--- src/lkd_pkg.sv ---
/*
 * lkd_pkg: constants, configuration layout and states for the digital
 * lock detector.
 * assumes a single 125 MHz mclk; time figures are in picoseconds.
 */
package lkd_pkg;

    // register offsets and reset values
    localparam logic [7:0] REG_PLL_PFD_PULSE_CONFIG = 8'h17;
    localparam logic [7:0] REG_LOCK_DETECT_CONFIG   = 8'h18;
    localparam logic [7:0] RST_PLL_PFD_PULSE_CONFIG = 8'h00;
    localparam logic [7:0] RST_LOCK_DETECT_CONFIG   = 8'h00;

    // field positions inside lock_detect_config
    localparam int FLD_CNT_LEN_LSB = 5;
    localparam int FLD_RANGE_LO    = 4;
    localparam int FLD_DETECT_OFF  = 3;

    // clock and time figures
    localparam int CLK_PERIOD_PS = 8000;
    localparam int WIN_HI_PS     = 3500;
    localparam int WIN_LO_PS     = 16000;
    localparam int LOSS_HI_PS    = 24000;
    localparam int LOSS_LO_PS    = 40000;

    // longest times: round down, never below one cycle
    localparam int WIN_HI_CYC  = (WIN_HI_PS / CLK_PERIOD_PS < 1) ? 1 :
                                 WIN_HI_PS / CLK_PERIOD_PS;
    localparam int WIN_LO_CYC  = (WIN_LO_PS / CLK_PERIOD_PS < 1) ? 1 :
                                 WIN_LO_PS / CLK_PERIOD_PS;
    localparam int LOSS_HI_CYC = (LOSS_HI_PS / CLK_PERIOD_PS < 1) ? 1 :
                                 LOSS_HI_PS / CLK_PERIOD_PS;
    localparam int LOSS_LO_CYC = (LOSS_LO_PS / CLK_PERIOD_PS < 1) ? 1 :
                                 LOSS_LO_PS / CLK_PERIOD_PS;

    // in-window detector cycles needed per counter-length code
    localparam logic [7:0] LOCK_CNT_00 = 8'h05;
    localparam logic [7:0] LOCK_CNT_01 = 8'h10;
    localparam logic [7:0] LOCK_CNT_10 = 8'h40;
    localparam logic [7:0] LOCK_CNT_11 = 8'hFF;

    typedef struct packed {
        logic       cmosOffset;
        logic [1:0] cntLen;
        logic       rangeLo;
        logic       detectOff;
        logic [1:0] calDiv;
        logic       spare;
    } lkd_cfg_s;

    typedef enum logic [1:0] {
        ST_IDLE,
        ST_WAIT_FB,
        ST_WAIT_REF
    } lkd_state_e;

endpackage

--- src/lkd_digital_lock_detect.sv ---
/*
 * lkd_digital_lock_detect: digital lock detector with its two config
 * registers on a plain register port.
 * assumes the detector edge inputs are asynchronous pins; edge separation
 * is resolved in whole mclk cycles (8 ns), so windows are coarse.
 */
`timescale 1ns/1ps

module lkd_digital_lock_detect (
    input  wire logic       mclk,
    input  wire logic       rst_n,
    input  wire logic       phaseFreqDetectorRef,
    input  wire logic       phaseFreqDetectorFb,
    input  wire logic [7:0] regAddr,
    input  wire logic       regWrEn,
    input  wire logic [7:0] regWrData,
    output logic      [7:0] regRdData,
    output logic            lockFlagDigital
);

    ////////////////////////////////////////////////////////////////////////
    // registers

    logic [7:0]         pllPfdPulseConfig;
    logic [7:0]         lockDetectConfig;
    lkd_pkg::lkd_cfg_s  cfg;

    assign cfg = lkd_pkg::lkd_cfg_s'(lockDetectConfig);

    always_ff @(posedge mclk or negedge rst_n) begin
        if (!rst_n) begin
            pllPfdPulseConfig <= lkd_pkg::RST_PLL_PFD_PULSE_CONFIG;
            lockDetectConfig  <= lkd_pkg::RST_LOCK_DETECT_CONFIG;
        end else if (regWrEn) begin
            if (regAddr == lkd_pkg::REG_PLL_PFD_PULSE_CONFIG) begin
                pllPfdPulseConfig <= regWrData;
            end
            if (regAddr == lkd_pkg::REG_LOCK_DETECT_CONFIG) begin
                lockDetectConfig <= regWrData;
            end
        end
    end

    // read data one cycle after the address; unmapped reads zero
    always_ff @(posedge mclk or negedge rst_n) begin
        if (!rst_n) begin
            regRdData <= 8'h00;
        end else if (regAddr == lkd_pkg::REG_PLL_PFD_PULSE_CONFIG) begin
            regRdData <= pllPfdPulseConfig;
        end else if (regAddr == lkd_pkg::REG_LOCK_DETECT_CONFIG) begin
            regRdData <= lockDetectConfig;
        end else begin
            regRdData <= 8'h00;
        end
    end

    function automatic logic [7:0] lock_target(input logic [1:0] code);
        unique case (code)
            2'b00: lock_target = lkd_pkg::LOCK_CNT_00;
            2'b01: lock_target = lkd_pkg::LOCK_CNT_01;
            2'b10: lock_target = lkd_pkg::LOCK_CNT_10;
            2'b11: lock_target = lkd_pkg::LOCK_CNT_11;
        endcase
    endfunction

    logic [7:0] winCyc;
    logic [7:0] lossCyc;
    logic [7:0] target;

    assign winCyc  = cfg.rangeLo ? 8'(lkd_pkg::WIN_LO_CYC)
                                 : 8'(lkd_pkg::WIN_HI_CYC);
    assign lossCyc = cfg.rangeLo ? 8'(lkd_pkg::LOSS_LO_CYC)
                                 : 8'(lkd_pkg::LOSS_HI_CYC);
    assign target  = lock_target(cfg.cntLen);

    ////////////////////////////////////////////////////////////////////////
    // pin synchronisers: a change counts once stages two and three agree

    logic [2:0] refSync;
    logic [2:0] fbSync;
    logic       refLvl;
    logic       fbLvl;
    logic       refRise;
    logic       fbRise;

    always_ff @(posedge mclk or negedge rst_n) begin
        if (!rst_n) begin
            refSync <= 3'b000;
            fbSync  <= 3'b000;
        end else begin
            refSync <= {refSync[1:0], phaseFreqDetectorRef};
            fbSync  <= {fbSync[1:0], phaseFreqDetectorFb};
        end
    end

    assign refRise = (refSync[1] == refSync[2]) && refSync[2] && !refLvl;
    assign fbRise  = (fbSync[1] == fbSync[2]) && fbSync[2] && !fbLvl;

    always_ff @(posedge mclk or negedge rst_n) begin
        if (!rst_n) begin
            refLvl <= 1'b0;
            fbLvl  <= 1'b0;
        end else begin
            if (refSync[1] == refSync[2]) begin
                refLvl <= refSync[2];
            end
            if (fbSync[1] == fbSync[2]) begin
                fbLvl <= fbSync[2];
            end
        end
    end

    ////////////////////////////////////////////////////////////////////////
    // edge separation measurement

    lkd_pkg::lkd_state_e state;
    lkd_pkg::lkd_state_e next_state;
    logic [7:0]          sepCnt;
    logic                measDone;
    logic [7:0]          measSep;
    logic                measIn;
    logic                measLost;

    always_comb begin
        next_state = state;
        measDone   = 1'b0;
        measSep    = sepCnt;
        unique case (state)
            lkd_pkg::ST_IDLE: begin
                if (refRise && fbRise) begin
                    measDone = 1'b1;
                    measSep  = 8'h00;
                end else if (refRise) begin
                    next_state = lkd_pkg::ST_WAIT_FB;
                end else if (fbRise) begin
                    next_state = lkd_pkg::ST_WAIT_REF;
                end
            end
            lkd_pkg::ST_WAIT_FB,
            lkd_pkg::ST_WAIT_REF: begin
                // a missing partner edge ends the cycle as a loss of lock
                if ((state == lkd_pkg::ST_WAIT_FB ? fbRise : refRise)
                    || sepCnt > lossCyc) begin
                    measDone   = 1'b1;
                    next_state = lkd_pkg::ST_IDLE;
                end
            end
        endcase
        if (cfg.detectOff) begin
            next_state = lkd_pkg::ST_IDLE;
            measDone   = 1'b0;
        end
    end

    assign measIn   = measSep <= winCyc;
    assign measLost = measSep > lossCyc;

    always_ff @(posedge mclk or negedge rst_n) begin
        if (!rst_n) begin
            state <= lkd_pkg::ST_IDLE;
        end else begin
            state <= next_state;
        end
    end

    always_ff @(posedge mclk or negedge rst_n) begin
        if (!rst_n) begin
            sepCnt <= 8'h01;
        end else if (state == lkd_pkg::ST_IDLE) begin
            sepCnt <= 8'h01;
        end else if (sepCnt != 8'hFF) begin
            sepCnt <= sepCnt + 8'h01;
        end
    end

    ////////////////////////////////////////////////////////////////////////
    // lock counter and flag

    logic [7:0] lockCnt;

    always_ff @(posedge mclk or negedge rst_n) begin
        if (!rst_n) begin
            lockFlagDigital <= 1'b0;
            lockCnt         <= 8'h00;
        end else if (cfg.detectOff) begin
            lockFlagDigital <= 1'b0;
            lockCnt         <= 8'h00;
        end else if (measDone && !lockFlagDigital) begin
            if (!measIn) begin
                lockCnt <= 8'h00;
            end else if (lockCnt + 8'h01 >= target) begin
                lockFlagDigital <= 1'b1;
                lockCnt         <= 8'h00;
            end else begin
                lockCnt <= lockCnt + 8'h01;
            end
        end else if (measDone && measLost) begin
            // hysteresis: only a separation past the loss threshold unlocks
            lockFlagDigital <= 1'b0;
            lockCnt         <= 8'h00;
        end
    end

    ////////////////////////////////////////////////////////////////////////
    // checks

    chk_flag_needs_window: assert property (
        @(posedge mclk) disable iff (!rst_n)
        $rose(lockFlagDigital) |-> $past(measDone && measIn))
        else $error("lock flag set without in-window cycle");

    chk_flag_holds: assert property (
        @(posedge mclk) disable iff (!rst_n)
        lockFlagDigital && !cfg.detectOff && !(measDone && measLost)
        |=> lockFlagDigital)
        else $error("lock flag dropped without loss of lock");

    chk_flag_drops: assert property (
        @(posedge mclk) disable iff (!rst_n)
        lockFlagDigital && measDone && measLost |=> !lockFlagDigital)
        else $error("lock flag kept after loss of lock");

    chk_timeout_ends: assert property (
        @(posedge mclk) disable iff (!rst_n)
        state != lkd_pkg::ST_IDLE && sepCnt > lossCyc && !cfg.detectOff
        |-> measDone && measLost ##1 state == lkd_pkg::ST_IDLE)
        else $error("missing edge not treated as loss");

    chk_len_16: assert property (
        @(posedge mclk) disable iff (!rst_n)
        $rose(lockFlagDigital) && $past(cfg.cntLen) == 2'b01
        |-> $past(lockCnt) == 8'h0f)
        else $error("lock after wrong count for code 01");

    chk_len_255: assert property (
        @(posedge mclk) disable iff (!rst_n)
        $rose(lockFlagDigital) && $past(cfg.cntLen) == 2'b11
        |-> $past(lockCnt) == 8'hfe)
        else $error("lock after wrong count for code 11");

    chk_window_high: assert property (
        @(posedge mclk) disable iff (!rst_n)
        measDone && !cfg.rangeLo && measSep > 8'h01 |-> !measIn)
        else $error("high range window wider than 3.5 ns");

    chk_detect_off: assert property (
        @(posedge mclk) disable iff (!rst_n)
        cfg.detectOff |=> !lockFlagDigital && lockCnt == 8'h00
                          && state == lkd_pkg::ST_IDLE)
        else $error("detector active while disabled");

    chk_count_restart: assert property (
        @(posedge mclk) disable iff (!rst_n)
        !lockFlagDigital && measDone && !measIn && !cfg.detectOff
        |=> lockCnt == 8'h00 && !lockFlagDigital)
        else $error("count not restarted after out-of-window cycle");

    cov_lock: cover property (@(posedge mclk) disable iff (!rst_n)
        $rose(lockFlagDigital));
    cov_unlock: cover property (@(posedge mclk) disable iff (!rst_n)
        $fell(lockFlagDigital) && !cfg.detectOff);
    cov_restart: cover property (@(posedge mclk) disable iff (!rst_n)
        measDone && !measIn && lockCnt != 8'h00);
    cov_disable: cover property (@(posedge mclk) disable iff (!rst_n)
        lockFlagDigital ##1 cfg.detectOff);

endmodule

--- config.mk ---
export PLATFORM = sky130hd
export DESIGN_NAME = lkd_digital_lock_detect
export DESIGN_NICKNAME = d
export VERILOG_FILES = /design/src/lkd_pkg.sv /design/src/lkd_digital_lock_detect.sv
export SDC_FILE = /design/constraint.sdc
export NUM_CORES = 1
export LEC_CHECK = 0
export CAP_MARGIN = 25
export CORE_MARGIN = 4
export CORE_UTILIZATION = 57
export DETAILED_ROUTE_END_ITERATION = 8
export DONT_BUFFER_PORTS = 1
export PLACE_DENSITY = 0.76
export SETUP_SLACK_MARGIN = 0.02
export SLEW_MARGIN = 30
export SYNTH_ARGS = -nofsm -noshare
export SYNTH_HDL_FRONTEND = slang
export SYNTH_SLANG_ARGS = --single-unit
--- constraint.sdc ---
create_clock -name mclk -period 2.7 [get_ports mclk]
set_clock_uncertainty 0.2 [all_clocks]
set_input_delay 0.54 -clock mclk [delete_from_list [all_inputs] [get_ports mclk]]
set_output_delay 0.54 -clock mclk [all_outputs]
set_load 0.05 [all_outputs]
### After elaboration in Yosys (flattened, before gate mapping)

Index checks and enable logic that the tools add are counted.

* $add $sub $neg: 2
* $lt $le $gt $ge: 4
* eq/ne operators: 15
* multiplexer cells: 30
* reduce and logical (&&, ||, !) cells: 20

Operator list (count)
* 2-to-1 mux 8 bit: 11
* case mux 8 bit (4 select lines): 1
* adder 8 x 1 -> 8 bit, second input constant: 2
* == test 8 x 5 -> 1 bit, second input constant: 2
* greater-than comparator 8 x 3 -> 1 bit: 2
* 2-to-1 mux 2 bit: 6
* 2-to-1 mux 1 bit: 9
* inequality test 3 bit, second input constant: 3
* >= comparator 8 bit: 1
* <= comparator 8 x 2 -> 1 bit: 1
* inequality test 8 bit, second input constant: 1
* logical AND 1 bit: 7
* == test 2 bit, second input constant: 3
* AND reduction 3 bit: 2
* == test 2 x 1 -> 1 bit, second input constant: 2
* zero test 2 bit: 2
* inequality test 4 bit, second input constant: 1
* case mux 2 bit (2 select lines): 1
* AND reduction 2 bit: 2
* zero test 1 bit: 3
* 2-to-1 mux 3 bit: 1
* inequality test 3 x 2 -> 1 bit, second input constant: 1
* nonzero test 3 bit: 1
* == test 1 bit: 2
* 4 further kinds: 4

* register bits: 51
* input bits: 21
* word-level logic and storage cells: 82

### Logic depth before layout (Yosys ltp)

Gate-level depths: netlist of the first run.

* word-level depth: 12
* gate-level depth with buffers: 11
* depth with buffers taken out: 10

### Worst setup path after synthesis of the first run

No wires, ideal clock.

* kind: register to register
* start: register fbSync[1]
* end: register lockCnt[0]
* data arrival time: 2.651 ns
* setup slack: -0.279 ns
* cell stages (with the launch flop): 12
* buffers on the path: 1
* period minus slack after synthesis: 2.979 ns
* path through: dfrtp_1 > ha_1 > nor4bb_1 > nand2_1 > and2_1 > ha_1 > nor2_1 > a2bb2oi_1 > a2111oi_4 > and3_1 > buf_4 > mux2_1

* cells in the longest elaborated chain, start to end: 11
* elaborated cells on any way between the ends: 20
* those cells by class: 2 x order compare; 1 x eq/ne; 10 x mux; 7 x reduce/logical

RTL lines
* from (decl): line lkd_digital_lock_detect.sv:80 `logic [2:0] fbSync;`
* from (signal assigned): line lkd_digital_lock_detect.sv:92 `fbSync <= {fbSync[1:0], phaseFreqDetectorFb};`
* == test 1 bit (*): line lkd_digital_lock_detect.sv:97 `assign fbRise = (fbSync[1] == fbSync[2]) && fbSync[2] && !fbLvl;`
* logical AND 1 bit (*) (2 in series): line lkd_digital_lock_detect.sv:97
* parallel branches: the longest is 8 deep, another holds <= comparator 8 x 2 -> 1 bit
* to (signal assigned): line lkd_digital_lock_detect.sv:195 `lockCnt <= lockCnt + 8'h01;`
* to (decl): line lkd_digital_lock_detect.sv:179 `logic [7:0] lockCnt;`

Mark *: on every way between the ends.
A chain may end at the register's enable or synchronous reset.

### Final worst setup path of the first run

* start: register fbSync[2]
* end: register lockCnt[7]

* cells in the longest elaborated chain, start to end: 11
* elaborated cells on any way between the ends: 20
* those cells by class: 2 x order compare; 1 x eq/ne; 10 x mux; 7 x reduce/logical

RTL lines (line)
* == test 1 bit: lkd_digital_lock_detect.sv:97
* logical AND 1 bit (*) (2 in series): lkd_digital_lock_detect.sv:97
* parallel branches: the longest is 8 deep, another holds <= comparator 8 x 2 -> 1 bit

Marks and branches as above.

==> impl_metrics.xml, run 1 <==
<?xml version="1.0" encoding="UTF-8"?>
<metrics>
  <group name="grt">
    <metric name="grt_start_max_net_pins" unit="">52</metric>
    <metric name="grt-ovfl-total" unit="">0</metric>
    <metric name="first_global_vias" unit="">1863</metric>
    <metric name="grt.total_usage" unit="">0.177</metric>
    <metric name="initial_antenna_violation_count" unit="">0</metric>
    <metric name="global_route_wire_length_before_repair" unit="um">8530</metric>
  </group>
  <group name="flow_run">
    <metric name="drv.max_cap_violation_count" unit="">0</metric>
  </group>
  <group name="floorplanning">
    <metric name="pin_count" unit="">30</metric>
    <metric name="die_area" unit="mm^2">0.00589</metric>
    <metric name="floorplan.initialDensity" unit="">0.602</metric>
    <metric name="number_of_core_rows" unit="">24</metric>
    <metric name="core_area" unit="mm^2">0.00447</metric>
    <metric name="die_height" unit="um">76.7</metric>
    <metric name="chipWidth" unit="um">76.7</metric>
  </group>
  <group name="cells_and_area">
    <metric name="antennaDiodeCount" unit="">0</metric>
    <metric name="finish.net_count" unit="">300</metric>
    <metric name="area_of_the_multi_input_gates" unit="mm^2">0.00146</metric>
    <metric name="layout.cell_area.non_filler" unit="mm^2">0.00309</metric>
    <metric name="register_area" unit="mm^2">0.00128</metric>
    <metric name="num-fill-cells" unit="">326</metric>
    <metric name="most-common-layout-cells" unit="">50 x dfrtp_1, 20 x ha_1, 18 x mux2_2</metric>
    <metric name="layout_commonest_cell" unit="">dfrtp_1</metric>
    <metric name="post_route_cells_drive_above_1_share" unit="">0.259</metric>
    <metric name="area_delta_synth_final" unit="%">14.7</metric>
  </group>
  <group name="worst_hold_path">
    <metric name="hold_start" unit="">phaseFreqDetectorRef</metric>
    <metric name="timing.hold.worst_path_depth" unit="">0</metric>
    <metric name="timing.hold.worst_endpoint" unit="">refSync[0]</metric>
    <metric name="worstHoldPathType" unit="">input pin to flop</metric>
  </group>
  <group name="yosys">
    <metric name="synth-seq-area-share" unit="">0.475</metric>
    <metric name="mappedNetlistArea" unit="mm^2">0.00269</metric>
    <metric name="synth_cell_types" unit="">47</metric>
    <metric name="synth_top_flop_cell" unit="">dfrtp_1</metric>
    <metric name="syn_inst" unit="">231</metric>
    <metric name="synth_edf_count" unit="">0</metric>
    <metric name="syn-num-nets" unit="">277</metric>
    <metric name="yosys_warnings" unit="">0</metric>
    <metric name="ys_ff_latch" unit="">51</metric>
    <metric name="average_footprint_of_a_synthesized_cell" unit="um^2">11.7</metric>
    <metric name="ys_async_sr_fraction" unit="">1.00</metric>
  </group>
  <group name="outcome">
    <metric name="status" unit="">finished, final reports clean</metric>
  </group>
  <group name="timing">
    <metric name="max_slew.worst_pin.slew" unit="ns">0.601</metric>
    <metric name="final_max_slew_viol_count" unit="">0</metric>
    <metric name="setup_tns" unit="ns">0</metric>
    <metric name="final.min_clock_period" unit="ns">2.64</metric>
    <metric name="worst_case_headroom_to_the_max_slew_limit" unit="">0.599</metric>
    <metric name="post-route-worst-setup-slack" unit="ns">0.0630</metric>
    <metric name="hold_violations" unit="">0</metric>
    <metric name="unrepaired_setup_endpoints_after_global_routing" unit="">yes</metric>
    <metric name="setup_viol" unit="">0</metric>
    <metric name="layout_worst_path_cycle_share" unit="">0.977</metric>
    <metric name="fmax" unit="MHz">379</metric>
  </group>
  <group name="routing">
    <metric name="route.detailed.wl_per_inst" unit="um">16.2</metric>
    <metric name="vias" unit="">1789</metric>
    <metric name="dr.pass1.iters" unit="">4</metric>
    <metric name="route.detailed.drc" unit="">0</metric>
    <metric name="drt_wl_total" unit="um">4980</metric>
    <metric name="drt_antenna_net_count" unit="">0</metric>
    <metric name="first_iter_violations" unit="">81</metric>
    <metric name="avgViaCountPerCell" unit="">5.83</metric>
  </group>
  <group name="critical_path">
    <metric name="r2r-end" unit="">lockCnt[7]</metric>
    <metric name="crit_arrival" unit="ns">2.69</metric>
    <metric name="ff2ff_path_depth" unit="">10</metric>
    <metric name="critical_path_required" unit="ns">2.75</metric>
    <metric name="worst_setup_path_start_kind" unit="">flop</metric>
    <metric name="timing.critical_path.max_delay_family" unit="">simple AND/OR/NAND/NOR gates</metric>
    <metric name="timing.reg2reg.setup_slack" unit="ns">0.06</metric>
    <metric name="critical_path.reg2reg.startpoint" unit="">fbSync[2]</metric>
    <metric name="crit_path_top_delay_cell" unit="">dfrtp_1</metric>
    <metric name="path_max_fanout" unit="">6</metric>
    <metric name="timing.critical_path.buf_inv" unit="">0</metric>
    <metric name="setup.worst_path.class" unit="">flop to flop</metric>
    <metric name="critical-path-max-stage-delay" unit="ns">0.37</metric>
    <metric name="critical_path.endpoint_type" unit="">flop</metric>
    <metric name="worstPathCellList" unit="">ha_2 &gt; nor4bb_4 &gt; nand2_2 &gt; and2_4 &gt; ha_4 &gt; nor2_2 &gt; a2bb2oi_2 &gt; a2111oi_4 &gt; and3_4 &gt; a22o_1</metric>
  </group>
  <group name="power">
    <metric name="p_int" unit="W">0.00145</metric>
    <metric name="peakVddDrop" unit="mV">0.419</metric>
    <metric name="pwr-share-seq" unit="">0.435</metric>
    <metric name="power.switching_fraction" unit="">0.354</metric>
    <metric name="p_switching" unit="W">0.000791</metric>
    <metric name="cellPowerDensity" unit="mW/mm^2">725</metric>
    <metric name="cellLeakagePower" unit="nW">1.49</metric>
    <metric name="power.combinational.fraction" unit="">0.363</metric>
    <metric name="clkPwrFrac" unit="">0.202</metric>
  </group>
  <group name="clock_network">
    <metric name="numCtsBuffers" unit="">5</metric>
    <metric name="cts.sinks" unit="">51</metric>
    <metric name="clock-root-buffer" unit="">clkbuf_8</metric>
    <metric name="cts_tree" unit="">done</metric>
    <metric name="clk_latency" unit="ns">0.31</metric>
    <metric name="clk_pin_slew" unit="ns">0.09</metric>
    <metric name="clk_path_buf_depth" unit="">2</metric>
    <metric name="htreeDepth" unit="">2</metric>
  </group>
  <group name="placed_design">
    <metric name="pre_cts_slack" unit="ns">0.0125</metric>
    <metric name="finalWeightedCongestion" unit="">0.791</metric>
    <metric name="buffer_ports.inserted" unit="">0</metric>
    <metric name="detailed_place.area" unit="mm^2">0.00287</metric>
    <metric name="dp_hpwl" unit="um">3520</metric>
  </group>
</metrics>
==> power groups by stage <==
stage	registers (W)	clock network, W	logic (W)
2_1_floorplan	0.000963	0	0.000531
3_3_place_gp	0.000980	0	0.000672
3_5_place_dp	0.000988	0	0.000692
4_1_cts	0.000971	0.000465	0.000728
5_1_grt	0.000989	0.000500	0.000914
6_report	0.000973	0.000451	0.000813
==> synth_stat cells (5+ instances only) <==
master | count | area [um^2]
xnor2_1 | 5 | 43.8
dfrtp_1 | 50 | 1250
mux2_2 | 18 | 203
nor2b_1 | 7 | 43.8
nand3_1 | 7 | 35.0
a22o_1 | 13 | 114
ha_1 | 25 | 313
o21ai_0 | 5 | 25.0
nor2_1 | 18 | 67.6
nand2_1 | 12 | 45.0
inv_1 | 9 | 33.8
a21oi_1 | 6 | 30.0
==> worst max path at each step <==
| stage | startpoint | end | slack, ns | depth (start not counted) |
|---|---|---|---|---|
| after floorplan | refSync[2] | lockCnt[1] | 0.07 | 10 |
| after global placement | lockCnt[0] | lockCnt[6] | 0.08 | 9 |
| after detailed placement | lockCnt[0] | lockCnt[7] | 0.01 | 9 |
| after CTS | lockCnt[0] | lockCnt[5] | 0.03 | 10 |
| after global routing | fbSync[2] | lockCnt[3] | -0.11 | 10 |
| final | fbSync[2] | lockCnt[7] | 0.06 | 10 |
==> per-stage QoR <==
stage,cells,utilization,power [W],hold WS [ns]
CTS,302,0.671,0.00216,0.0405
global route,307,0.690,0.00240,0.0296
finish,307,0.690,0.00224,0.0532
global placement,292,0.642,0.00165,0.0459
floorplan,231,-,0.00149,0.0444
detailed placement,292,0.642,0.00168,0.0459
==> what timing repair did <==
action                                  4_1_cts  5_1_grt
pin swaps                                     0        9
gates resized for setup                       2       10
buffers inserted                              0        5
hold endpoints to repair                     51        0
endpoints found under the setup margin        6        9
hold buffers                                  2        0
==> cell families after synthesis <==
logic type                 share of synthesized area
and+or+nand+nor                                0.143
DFF                                            0.475
AOI/OAI and AO/OA                              0.125
adders and majority gates                      0.116
muxes                                         0.0944
buffers and inverters                         0.0181
xor gates and xnor gates                      0.0293
==> layer usage <==
metal  vias up  track usage  wire length, um
li1        887            -                -
met2        31        0.291             2380
met4         0       0.0435               68
met3         8       0.0585              291
met1       863        0.226             2240
met5         -            0                0
==> flip-flops by register name, summed over array words and instances, names as in the netlist <==
register	cells
lockCnt	8
refLvl	1
pllPfdPulseConfig	8
refSync	3
regRdData	8
lockFlagDigital	1
fbLvl	1
fbSync	3
sepCnt	8
state	2
cfg	8
==> cell type report <==
type | count | share of cell area
Clock buffer | 6 | 0.0235
Timing Repair Buffer | 19 | 0.0535
Tap cell | 52 | 0.0211
Clock inverter | 2 | 0.00527
Multi-Input combinational cell | 168 | 0.472
Inverter | 9 | 0.0109
Sequential cell | 51 | 0.414
No activity file was read; power rests on OpenSTA's default activity.
==> inputs of run 2 (changes only) <==
- CORE_ASPECT_RATIO: unset -> 1.5
==> run 2 against run 1 <==
Sequential power about the same. Hold slack improved by 0.0021 ns. Non-clock buffer count up 3. Global-route usage up 2.0 points. Die area grew 0.38%. Wire length rose by 11%. Sequential share of layout area down 0.95 points. Cell area rose by 2.4%. Worst setup slack gained 0.0079 ns. Total power increased by 2.1%. Critical path depth stayed put. Critical endpoint is now lockCnt[5]. Largest cell class unchanged. Highest routed layer unchanged.
==> impl_metrics.xml, run 2 (synthesis gave the netlist of run 1 again) <==
<?xml version="1.0" encoding="UTF-8"?>
<metrics>
  <group name="clock_network">
    <metric name="clk_pin_slew" unit="ns">0.09</metric>
    <metric name="cts_tree" unit="">done</metric>
    <metric name="cts.sinks" unit="">51</metric>
    <metric name="clock-root-buffer" unit="">clkbuf_8</metric>
    <metric name="htreeDepth" unit="">2</metric>
    <metric name="clk_path_buf_depth" unit="">2</metric>
    <metric name="clk_latency" unit="ns">0.30</metric>
    <metric name="numCtsBuffers" unit="">5</metric>
  </group>
  <group name="routing">
    <metric name="drt_wl_total" unit="um">5530</metric>
    <metric name="dr.pass1.iters" unit="">4</metric>
    <metric name="vias" unit="">1859</metric>
    <metric name="drt_antenna_net_count" unit="">0</metric>
    <metric name="route.detailed.wl_per_inst" unit="um">17.2</metric>
    <metric name="first_iter_violations" unit="">83</metric>
    <metric name="route.detailed.drc" unit="">0</metric>
    <metric name="avgViaCountPerCell" unit="">5.77</metric>
  </group>
  <group name="floorplanning">
    <metric name="pin_count" unit="">30</metric>
    <metric name="chipWidth" unit="um">64.1</metric>
    <metric name="core_area" unit="mm^2">0.00454</metric>
    <metric name="die_height" unit="um">92.2</metric>
    <metric name="number_of_core_rows" unit="">30</metric>
    <metric name="floorplan.initialDensity" unit="">0.593</metric>
    <metric name="die_area" unit="mm^2">0.00591</metric>
  </group>
  <group name="grt">
    <metric name="first_global_vias" unit="">1965</metric>
    <metric name="grt.total_usage" unit="">0.198</metric>
    <metric name="grt-ovfl-total" unit="">0</metric>
    <metric name="initial_antenna_violation_count" unit="">0</metric>
    <metric name="grt_start_max_net_pins" unit="">52</metric>
    <metric name="global_route_wire_length_before_repair" unit="um">9090</metric>
  </group>
  <group name="timing">
    <metric name="hold_violations" unit="">0</metric>
    <metric name="final_max_slew_viol_count" unit="">0</metric>
    <metric name="setup_viol" unit="">0</metric>
    <metric name="layout_worst_path_cycle_share" unit="">0.974</metric>
    <metric name="setup_tns" unit="ns">0</metric>
    <metric name="post-route-worst-setup-slack" unit="ns">0.0709</metric>
    <metric name="max_slew.worst_pin.slew" unit="ns">0.643</metric>
    <metric name="unrepaired_setup_endpoints_after_global_routing" unit="">yes</metric>
    <metric name="fmax" unit="MHz">380</metric>
    <metric name="worst_case_headroom_to_the_max_slew_limit" unit="">0.571</metric>
    <metric name="final.min_clock_period" unit="ns">2.63</metric>
  </group>
  <group name="cells_and_area">
    <metric name="finish.net_count" unit="">303</metric>
    <metric name="num-fill-cells" unit="">336</metric>
    <metric name="area_of_the_multi_input_gates" unit="mm^2">0.00149</metric>
    <metric name="layout_commonest_cell" unit="">dfrtp_1</metric>
    <metric name="final_cell_count_without_fillers" unit="">322</metric>
    <metric name="post_route_cells_drive_above_1_share" unit="">0.295</metric>
    <metric name="area_delta_synth_final" unit="%">17.4</metric>
    <metric name="final_util" unit="">0.696</metric>
    <metric name="register_area" unit="mm^2">0.00128</metric>
    <metric name="most-common-layout-cells" unit="">50 x dfrtp_1, 20 x buf_4, 18 x mux2_2, 18 x ha_1, 17 x nor2_1</metric>
    <metric name="antennaDiodeCount" unit="">0</metric>
  </group>
  <group name="critical_path">
    <metric name="crit_arrival" unit="ns">2.68</metric>
    <metric name="setup.worst_path.end" unit="">lockCnt[5]</metric>
    <metric name="critical_path.endpoint_type" unit="">flop</metric>
    <metric name="r2r-end" unit="">lockCnt[5]</metric>
    <metric name="worst_setup_path_start_kind" unit="">flop</metric>
    <metric name="setup.worst_path.class" unit="">flop to flop</metric>
    <metric name="ff2ff_path_depth" unit="">10</metric>
    <metric name="critical_path_required" unit="ns">2.75</metric>
    <metric name="timing.reg2reg.setup_slack" unit="ns">0.07</metric>
    <metric name="critical_path.reg2reg.startpoint" unit="">lockCnt[1]</metric>
    <metric name="path_max_fanout" unit="">4</metric>
    <metric name="setup.worst_path.start" unit="">lockCnt[1]</metric>
  </group>
  <group name="flow_run">
    <metric name="drv.max_cap_violation_count" unit="">0</metric>
  </group>
  <group name="placed_design">
    <metric name="buffer_ports.inserted" unit="">0</metric>
    <metric name="dp_hpwl" unit="um">3980</metric>
    <metric name="finalWeightedCongestion" unit="">0.814</metric>
    <metric name="pre_cts_slack" unit="ns">-0.0609</metric>
    <metric name="placedCellCount" unit="">311</metric>
  </group>
  <group name="power">
    <metric name="p_int" unit="W">0.00147</metric>
    <metric name="power.combinational.fraction" unit="">0.381</metric>
    <metric name="finalPower" unit="W">0.00228</metric>
    <metric name="peakVddDrop" unit="mV">0.399</metric>
    <metric name="clkPwrFrac" unit="">0.192</metric>
    <metric name="cellLeakagePower" unit="nW">1.52</metric>
    <metric name="pwr-share-seq" unit="">0.426</metric>
    <metric name="power.switching_fraction" unit="">0.356</metric>
    <metric name="p_switching" unit="W">0.000814</metric>
    <metric name="cellPowerDensity" unit="mW/mm^2">723</metric>
  </group>
  <group name="outcome">
    <metric name="status" unit="">finished, final reports clean</metric>
  </group>
  <group name="worst_hold_path">
    <metric name="worstHoldPathType" unit="">input pin to flop</metric>
  </group>
</metrics>
[run 2: cell type report]
| type | instances | share of cell area |
|---|---|---|
| clock inverter | 2 | 0.00554 |
| inverter | 9 | 0.0107 |
| timing repair buffer | 22 | 0.0594 |
| clock buffer | 6 | 0.0230 |
| sequential | 51 | 0.404 |
| tap | 64 | 0.0253 |
| multi-input combinational | 168 | 0.472 |
[run 2: layer usage]
layer	vias to the layer above	routed length, um	global-route usage	part of all wire
met2	32	3080	0.359	0.56
li1	889	-	-	-
met1	928	2120	0.208	0.38
met5	-	0	0	0
met4	0	119	0.0864	0.022
met3	10	211	0.0539	0.038
[run 2: power groups by stage]
| stage | Combinational (W) | Clock [W] | Sequential, W |
|---|---|---|---|
| global placement | 0.000730 | 0 | 0.000977 |
| CTS | 0.000803 | 0.000452 | 0.000970 |
| finish | 0.000871 | 0.000440 | 0.000974 |
| global route | 0.000965 | 0.000482 | 0.000983 |
| detailed placement | 0.000760 | 0 | 0.000985 |
| floorplan | 0.000531 | 0 | 0.000963 |
[run 2: how the worst min path moves through the flow]
stage / start / endpoint / slack [ns] / cells after the start
after detailed placement: rst_n / refLvl / 0.05 / 0
after global placement: rst_n / refLvl / 0.05 / 0
after floorplan: rst_n / cfg[0] / 0.04 / 0
after CTS: phaseFreqDetectorFb / fbSync[0] / 0.04 / 0
after global routing: phaseFreqDetectorFb / fbSync[0] / 0.03 / 0
final: phaseFreqDetectorFb / fbSync[0] / 0.06 / 0
[run 2: metrics by stage]
stage | hold WS [ns] | cell area (um^2)
after floorplan | 0.0444 | 2730
after global placement | 0.0456 | 2940
after detailed placement | 0.0457 | 2940
after CTS | 0.0442 | 3100
after global routing | 0.0270 | 3160
final | 0.0553 | 3160
[run 2: critical path, cell delays in order, from the launching register on]
cell and delay [ns]:
dfrtp_1 0.43, ha_2 0.20, nor2b_1 0.15, or2_2 0.30, ha_1 0.32, a211oi_2 0.21, o21ai_1 0.11, a41oi_2 0.23
buf_4 0.16, o2111a_1 0.17, a21o_1 0.08
[run 2: what timing repair did]
item	in CTS	in global routing
endpoints found under the setup margin	7	9
pin swaps	4	13
hold endpoints to repair	51	0
hold buffers	2	0
gates resized for setup	6	13
setup buffers	0	1
gates cloned	0	0
==> inputs of run 3 (changes only) <==
- RECOVER_POWER: unset -> 50
==> run 3 against run 2 <==
Via count grew 0.27%. Sequential share of layout area grew 0.29 points. Worst setup slack lost 0.0013 ns. Clock power is essentially flat. Sequential cell count is the same. Largest cell class unchanged. Largest power group unchanged.
==> impl_metrics.xml, run 3 (synthesis gave the netlist of run 1 again) <==
<?xml version="1.0" encoding="UTF-8"?>
<metrics>
  <group name="cells_and_area">
    <metric name="most-common-layout-cells" unit="">50 x dfrtp_1, 20 x buf_4, 18 x mux2_2, 18 x ha_1, 17 x nor2_1</metric>
    <metric name="layout.cell_area.non_filler" unit="mm^2">0.00314</metric>
    <metric name="antennaDiodeCount" unit="">0</metric>
    <metric name="finish.net_count" unit="">303</metric>
    <metric name="register_area" unit="mm^2">0.00128</metric>
    <metric name="final_util" unit="">0.691</metric>
    <metric name="layout_commonest_cell" unit="">dfrtp_1</metric>
    <metric name="area_of_the_multi_input_gates" unit="mm^2">0.00149</metric>
    <metric name="num-fill-cells" unit="">339</metric>
    <metric name="post_route_cells_drive_above_1_share" unit="">0.295</metric>
    <metric name="area_delta_synth_final" unit="%">16.6</metric>
  </group>
  <group name="floorplanning">
    <metric name="floorplan.initialDensity" unit="">0.593</metric>
    <metric name="core_area" unit="mm^2">0.00454</metric>
    <metric name="die_area" unit="mm^2">0.00591</metric>
    <metric name="number_of_core_rows" unit="">30</metric>
    <metric name="pin_count" unit="">30</metric>
    <metric name="die_height" unit="um">92.2</metric>
    <metric name="chipWidth" unit="um">64.1</metric>
  </group>
  <group name="critical_path">
    <metric name="path_max_fanout" unit="">4</metric>
    <metric name="critical_path.reg2reg.startpoint" unit="">lockCnt[1]</metric>
    <metric name="critical_path.endpoint_type" unit="">flop</metric>
    <metric name="crit_path_top_delay_cell" unit="">dfrtp_1</metric>
    <metric name="crit_arrival" unit="ns">2.68</metric>
    <metric name="timing.reg2reg.setup_slack" unit="ns">0.07</metric>
    <metric name="worst_setup_path_start_kind" unit="">flop</metric>
    <metric name="critical_path_required" unit="ns">2.75</metric>
    <metric name="r2r-end" unit="">lockCnt[5]</metric>
    <metric name="ff2ff_path_depth" unit="">10</metric>
    <metric name="worstPathCellList" unit="">ha_2 &gt; nor2b_1 &gt; or2_2 &gt; ha_1 &gt; a211oi_2 &gt; o21ai_1 &gt; a41oi_2 &gt; buf_4 &gt; o2111a_1 &gt; a21o_1</metric>
    <metric name="setup.worst_path.class" unit="">flop to flop</metric>
    <metric name="critical-path-max-stage-delay" unit="ns">0.43</metric>
  </group>
  <group name="placed_design">
    <metric name="detailed_place.area" unit="mm^2">0.00294</metric>
    <metric name="buffer_ports.inserted" unit="">0</metric>
    <metric name="finalWeightedCongestion" unit="">0.814</metric>
    <metric name="dp_hpwl" unit="um">3980</metric>
  </group>
  <group name="grt">
    <metric name="grt.total_usage" unit="">0.198</metric>
    <metric name="initial_antenna_violation_count" unit="">0</metric>
    <metric name="global_route_wire_length_before_repair" unit="um">9090</metric>
    <metric name="first_global_vias" unit="">1965</metric>
    <metric name="grt_start_max_net_pins" unit="">52</metric>
    <metric name="grt-ovfl-total" unit="">0</metric>
  </group>
  <group name="routing">
    <metric name="dr.pass1.iters" unit="">4</metric>
    <metric name="vias" unit="">1864</metric>
    <metric name="avgViaCountPerCell" unit="">5.79</metric>
    <metric name="drt_antenna_net_count" unit="">0</metric>
    <metric name="drt_wl_total" unit="um">5530</metric>
    <metric name="route.detailed.drc" unit="">0</metric>
    <metric name="route.detailed.wl_per_inst" unit="um">17.2</metric>
    <metric name="first_iter_violations" unit="">83</metric>
  </group>
  <group name="outcome">
    <metric name="status" unit="">finished, final reports clean</metric>
  </group>
  <group name="power">
    <metric name="finalPower" unit="W">0.00228</metric>
    <metric name="cellLeakagePower" unit="nW">1.51</metric>
    <metric name="cellPowerDensity" unit="mW/mm^2">727</metric>
    <metric name="peakVddDrop" unit="mV">0.399</metric>
  </group>
  <group name="worst_hold_path">
    <metric name="hold_start" unit="">phaseFreqDetectorFb</metric>
    <metric name="timing.hold.worst_endpoint" unit="">fbSync[0]</metric>
    <metric name="worstHoldPathType" unit="">input pin to flop</metric>
    <metric name="timing.hold.worst_path_depth" unit="">0</metric>
  </group>
  <group name="clock_network">
    <metric name="clk_pin_slew" unit="ns">0.09</metric>
    <metric name="cts_tree" unit="">done</metric>
    <metric name="numCtsBuffers" unit="">5</metric>
    <metric name="clk_path_buf_depth" unit="">2</metric>
    <metric name="clk_latency" unit="ns">0.30</metric>
    <metric name="clock-root-buffer" unit="">clkbuf_8</metric>
    <metric name="cts.sinks" unit="">51</metric>
    <metric name="htreeDepth" unit="">2</metric>
  </group>
  <group name="timing">
    <metric name="final_max_slew_viol_count" unit="">0</metric>
    <metric name="worst_hold_slack" unit="ns">0.0553</metric>
    <metric name="setup_tns" unit="ns">0</metric>
    <metric name="hold_violations" unit="">0</metric>
    <metric name="fmax" unit="MHz">380</metric>
    <metric name="layout_worst_path_cycle_share" unit="">0.974</metric>
    <metric name="final.min_clock_period" unit="ns">2.63</metric>
    <metric name="setup_viol" unit="">0</metric>
    <metric name="worst_case_headroom_to_the_max_slew_limit" unit="">0.164</metric>
    <metric name="max_slew.worst_pin.slew" unit="ns">1.25</metric>
    <metric name="unrepaired_setup_endpoints_after_global_routing" unit="">yes</metric>
  </group>
  <group name="flow_run">
    <metric name="drv.max_cap_violation_count" unit="">0</metric>
  </group>
</metrics>
## run 3: cell types whose count changed in the layout (fill, tap and decap cells not counted), sizes merged
cell	previous run	this run
buf	21	20
clkbuf	6	7
## run 3: through the flow
stage	std cells	setup slack [ns]
2_1_floorplan	231	0.0696
3_3_place_gp	311	0.0240
3_5_place_dp	311	-0.0609
4_1_cts	321	0.0275
5_1_grt	322	-0.0606
6_report	322	0.0696
## run 3: final cells by class
cell class              count  area share
multi-input cells         168       0.475
flip-flops and latches     51       0.407
repair buffers             22      0.0526
well taps                  64      0.0255
clock buffers               6      0.0231
inverters                   9      0.0108
clock inverters             2     0.00558
## run 3: repair_timing
item / in CTS / in global routing
buffers inserted: 0 / 1
hold endpoints to repair: 51 / 0
endpoints found under the setup margin: 7 / 9
hold buffers: 2 / 0
pin swaps: 4 / 13
gates resized for setup: 6 / 13
gates cloned: 0 / 0
## run 3: worst max-delay path by stage
stage	start	end	slack, ns	depth (start not counted)
floorplan	refSync[2]	lockCnt[1]	0.07	10
global placement	lockCnt[0]	lockCnt[0]	0.02	9
detailed placement	lockCnt[0]	lockCnt[3]	-0.06	9
CTS	fbSync[1]	lockCnt[0]	0.03	11
global route	refSync[1]	lockCnt[0]	-0.06	11
finish	lockCnt[1]	lockCnt[5]	0.07	10
## run 3: worst max-delay path: cells and delay by family, from the launching register on
family | cells | cell delay, ns
AOI/OAI and AO/OA | 5 | 0.81
adders and majority gates | 2 | 0.52
and+or+nand+nor | 2 | 0.45
DFF | 1 | 0.43
buffers and inverters | 1 | 0.16
## run 3: metal layers
layer | share of wire | global-route usage | up-vias
met5 | 0 | 0 | -
met4 | 0.022 | 0.0864 | 0
met3 | 0.038 | 0.0539 | 10
met2 | 0.56 | 0.359 | 32
met1 | 0.38 | 0.208 | 932
li1 | - | - | 890
## run 3: power breakdown
part	leakage (nW)	internal, W	switching (W)
sequential	0.681	0.000849	0.000125
clock	0.0454	0.000186	0.000253
combinational	0.784	0.000432	0.000434
total	1.51	0.00147	0.000813
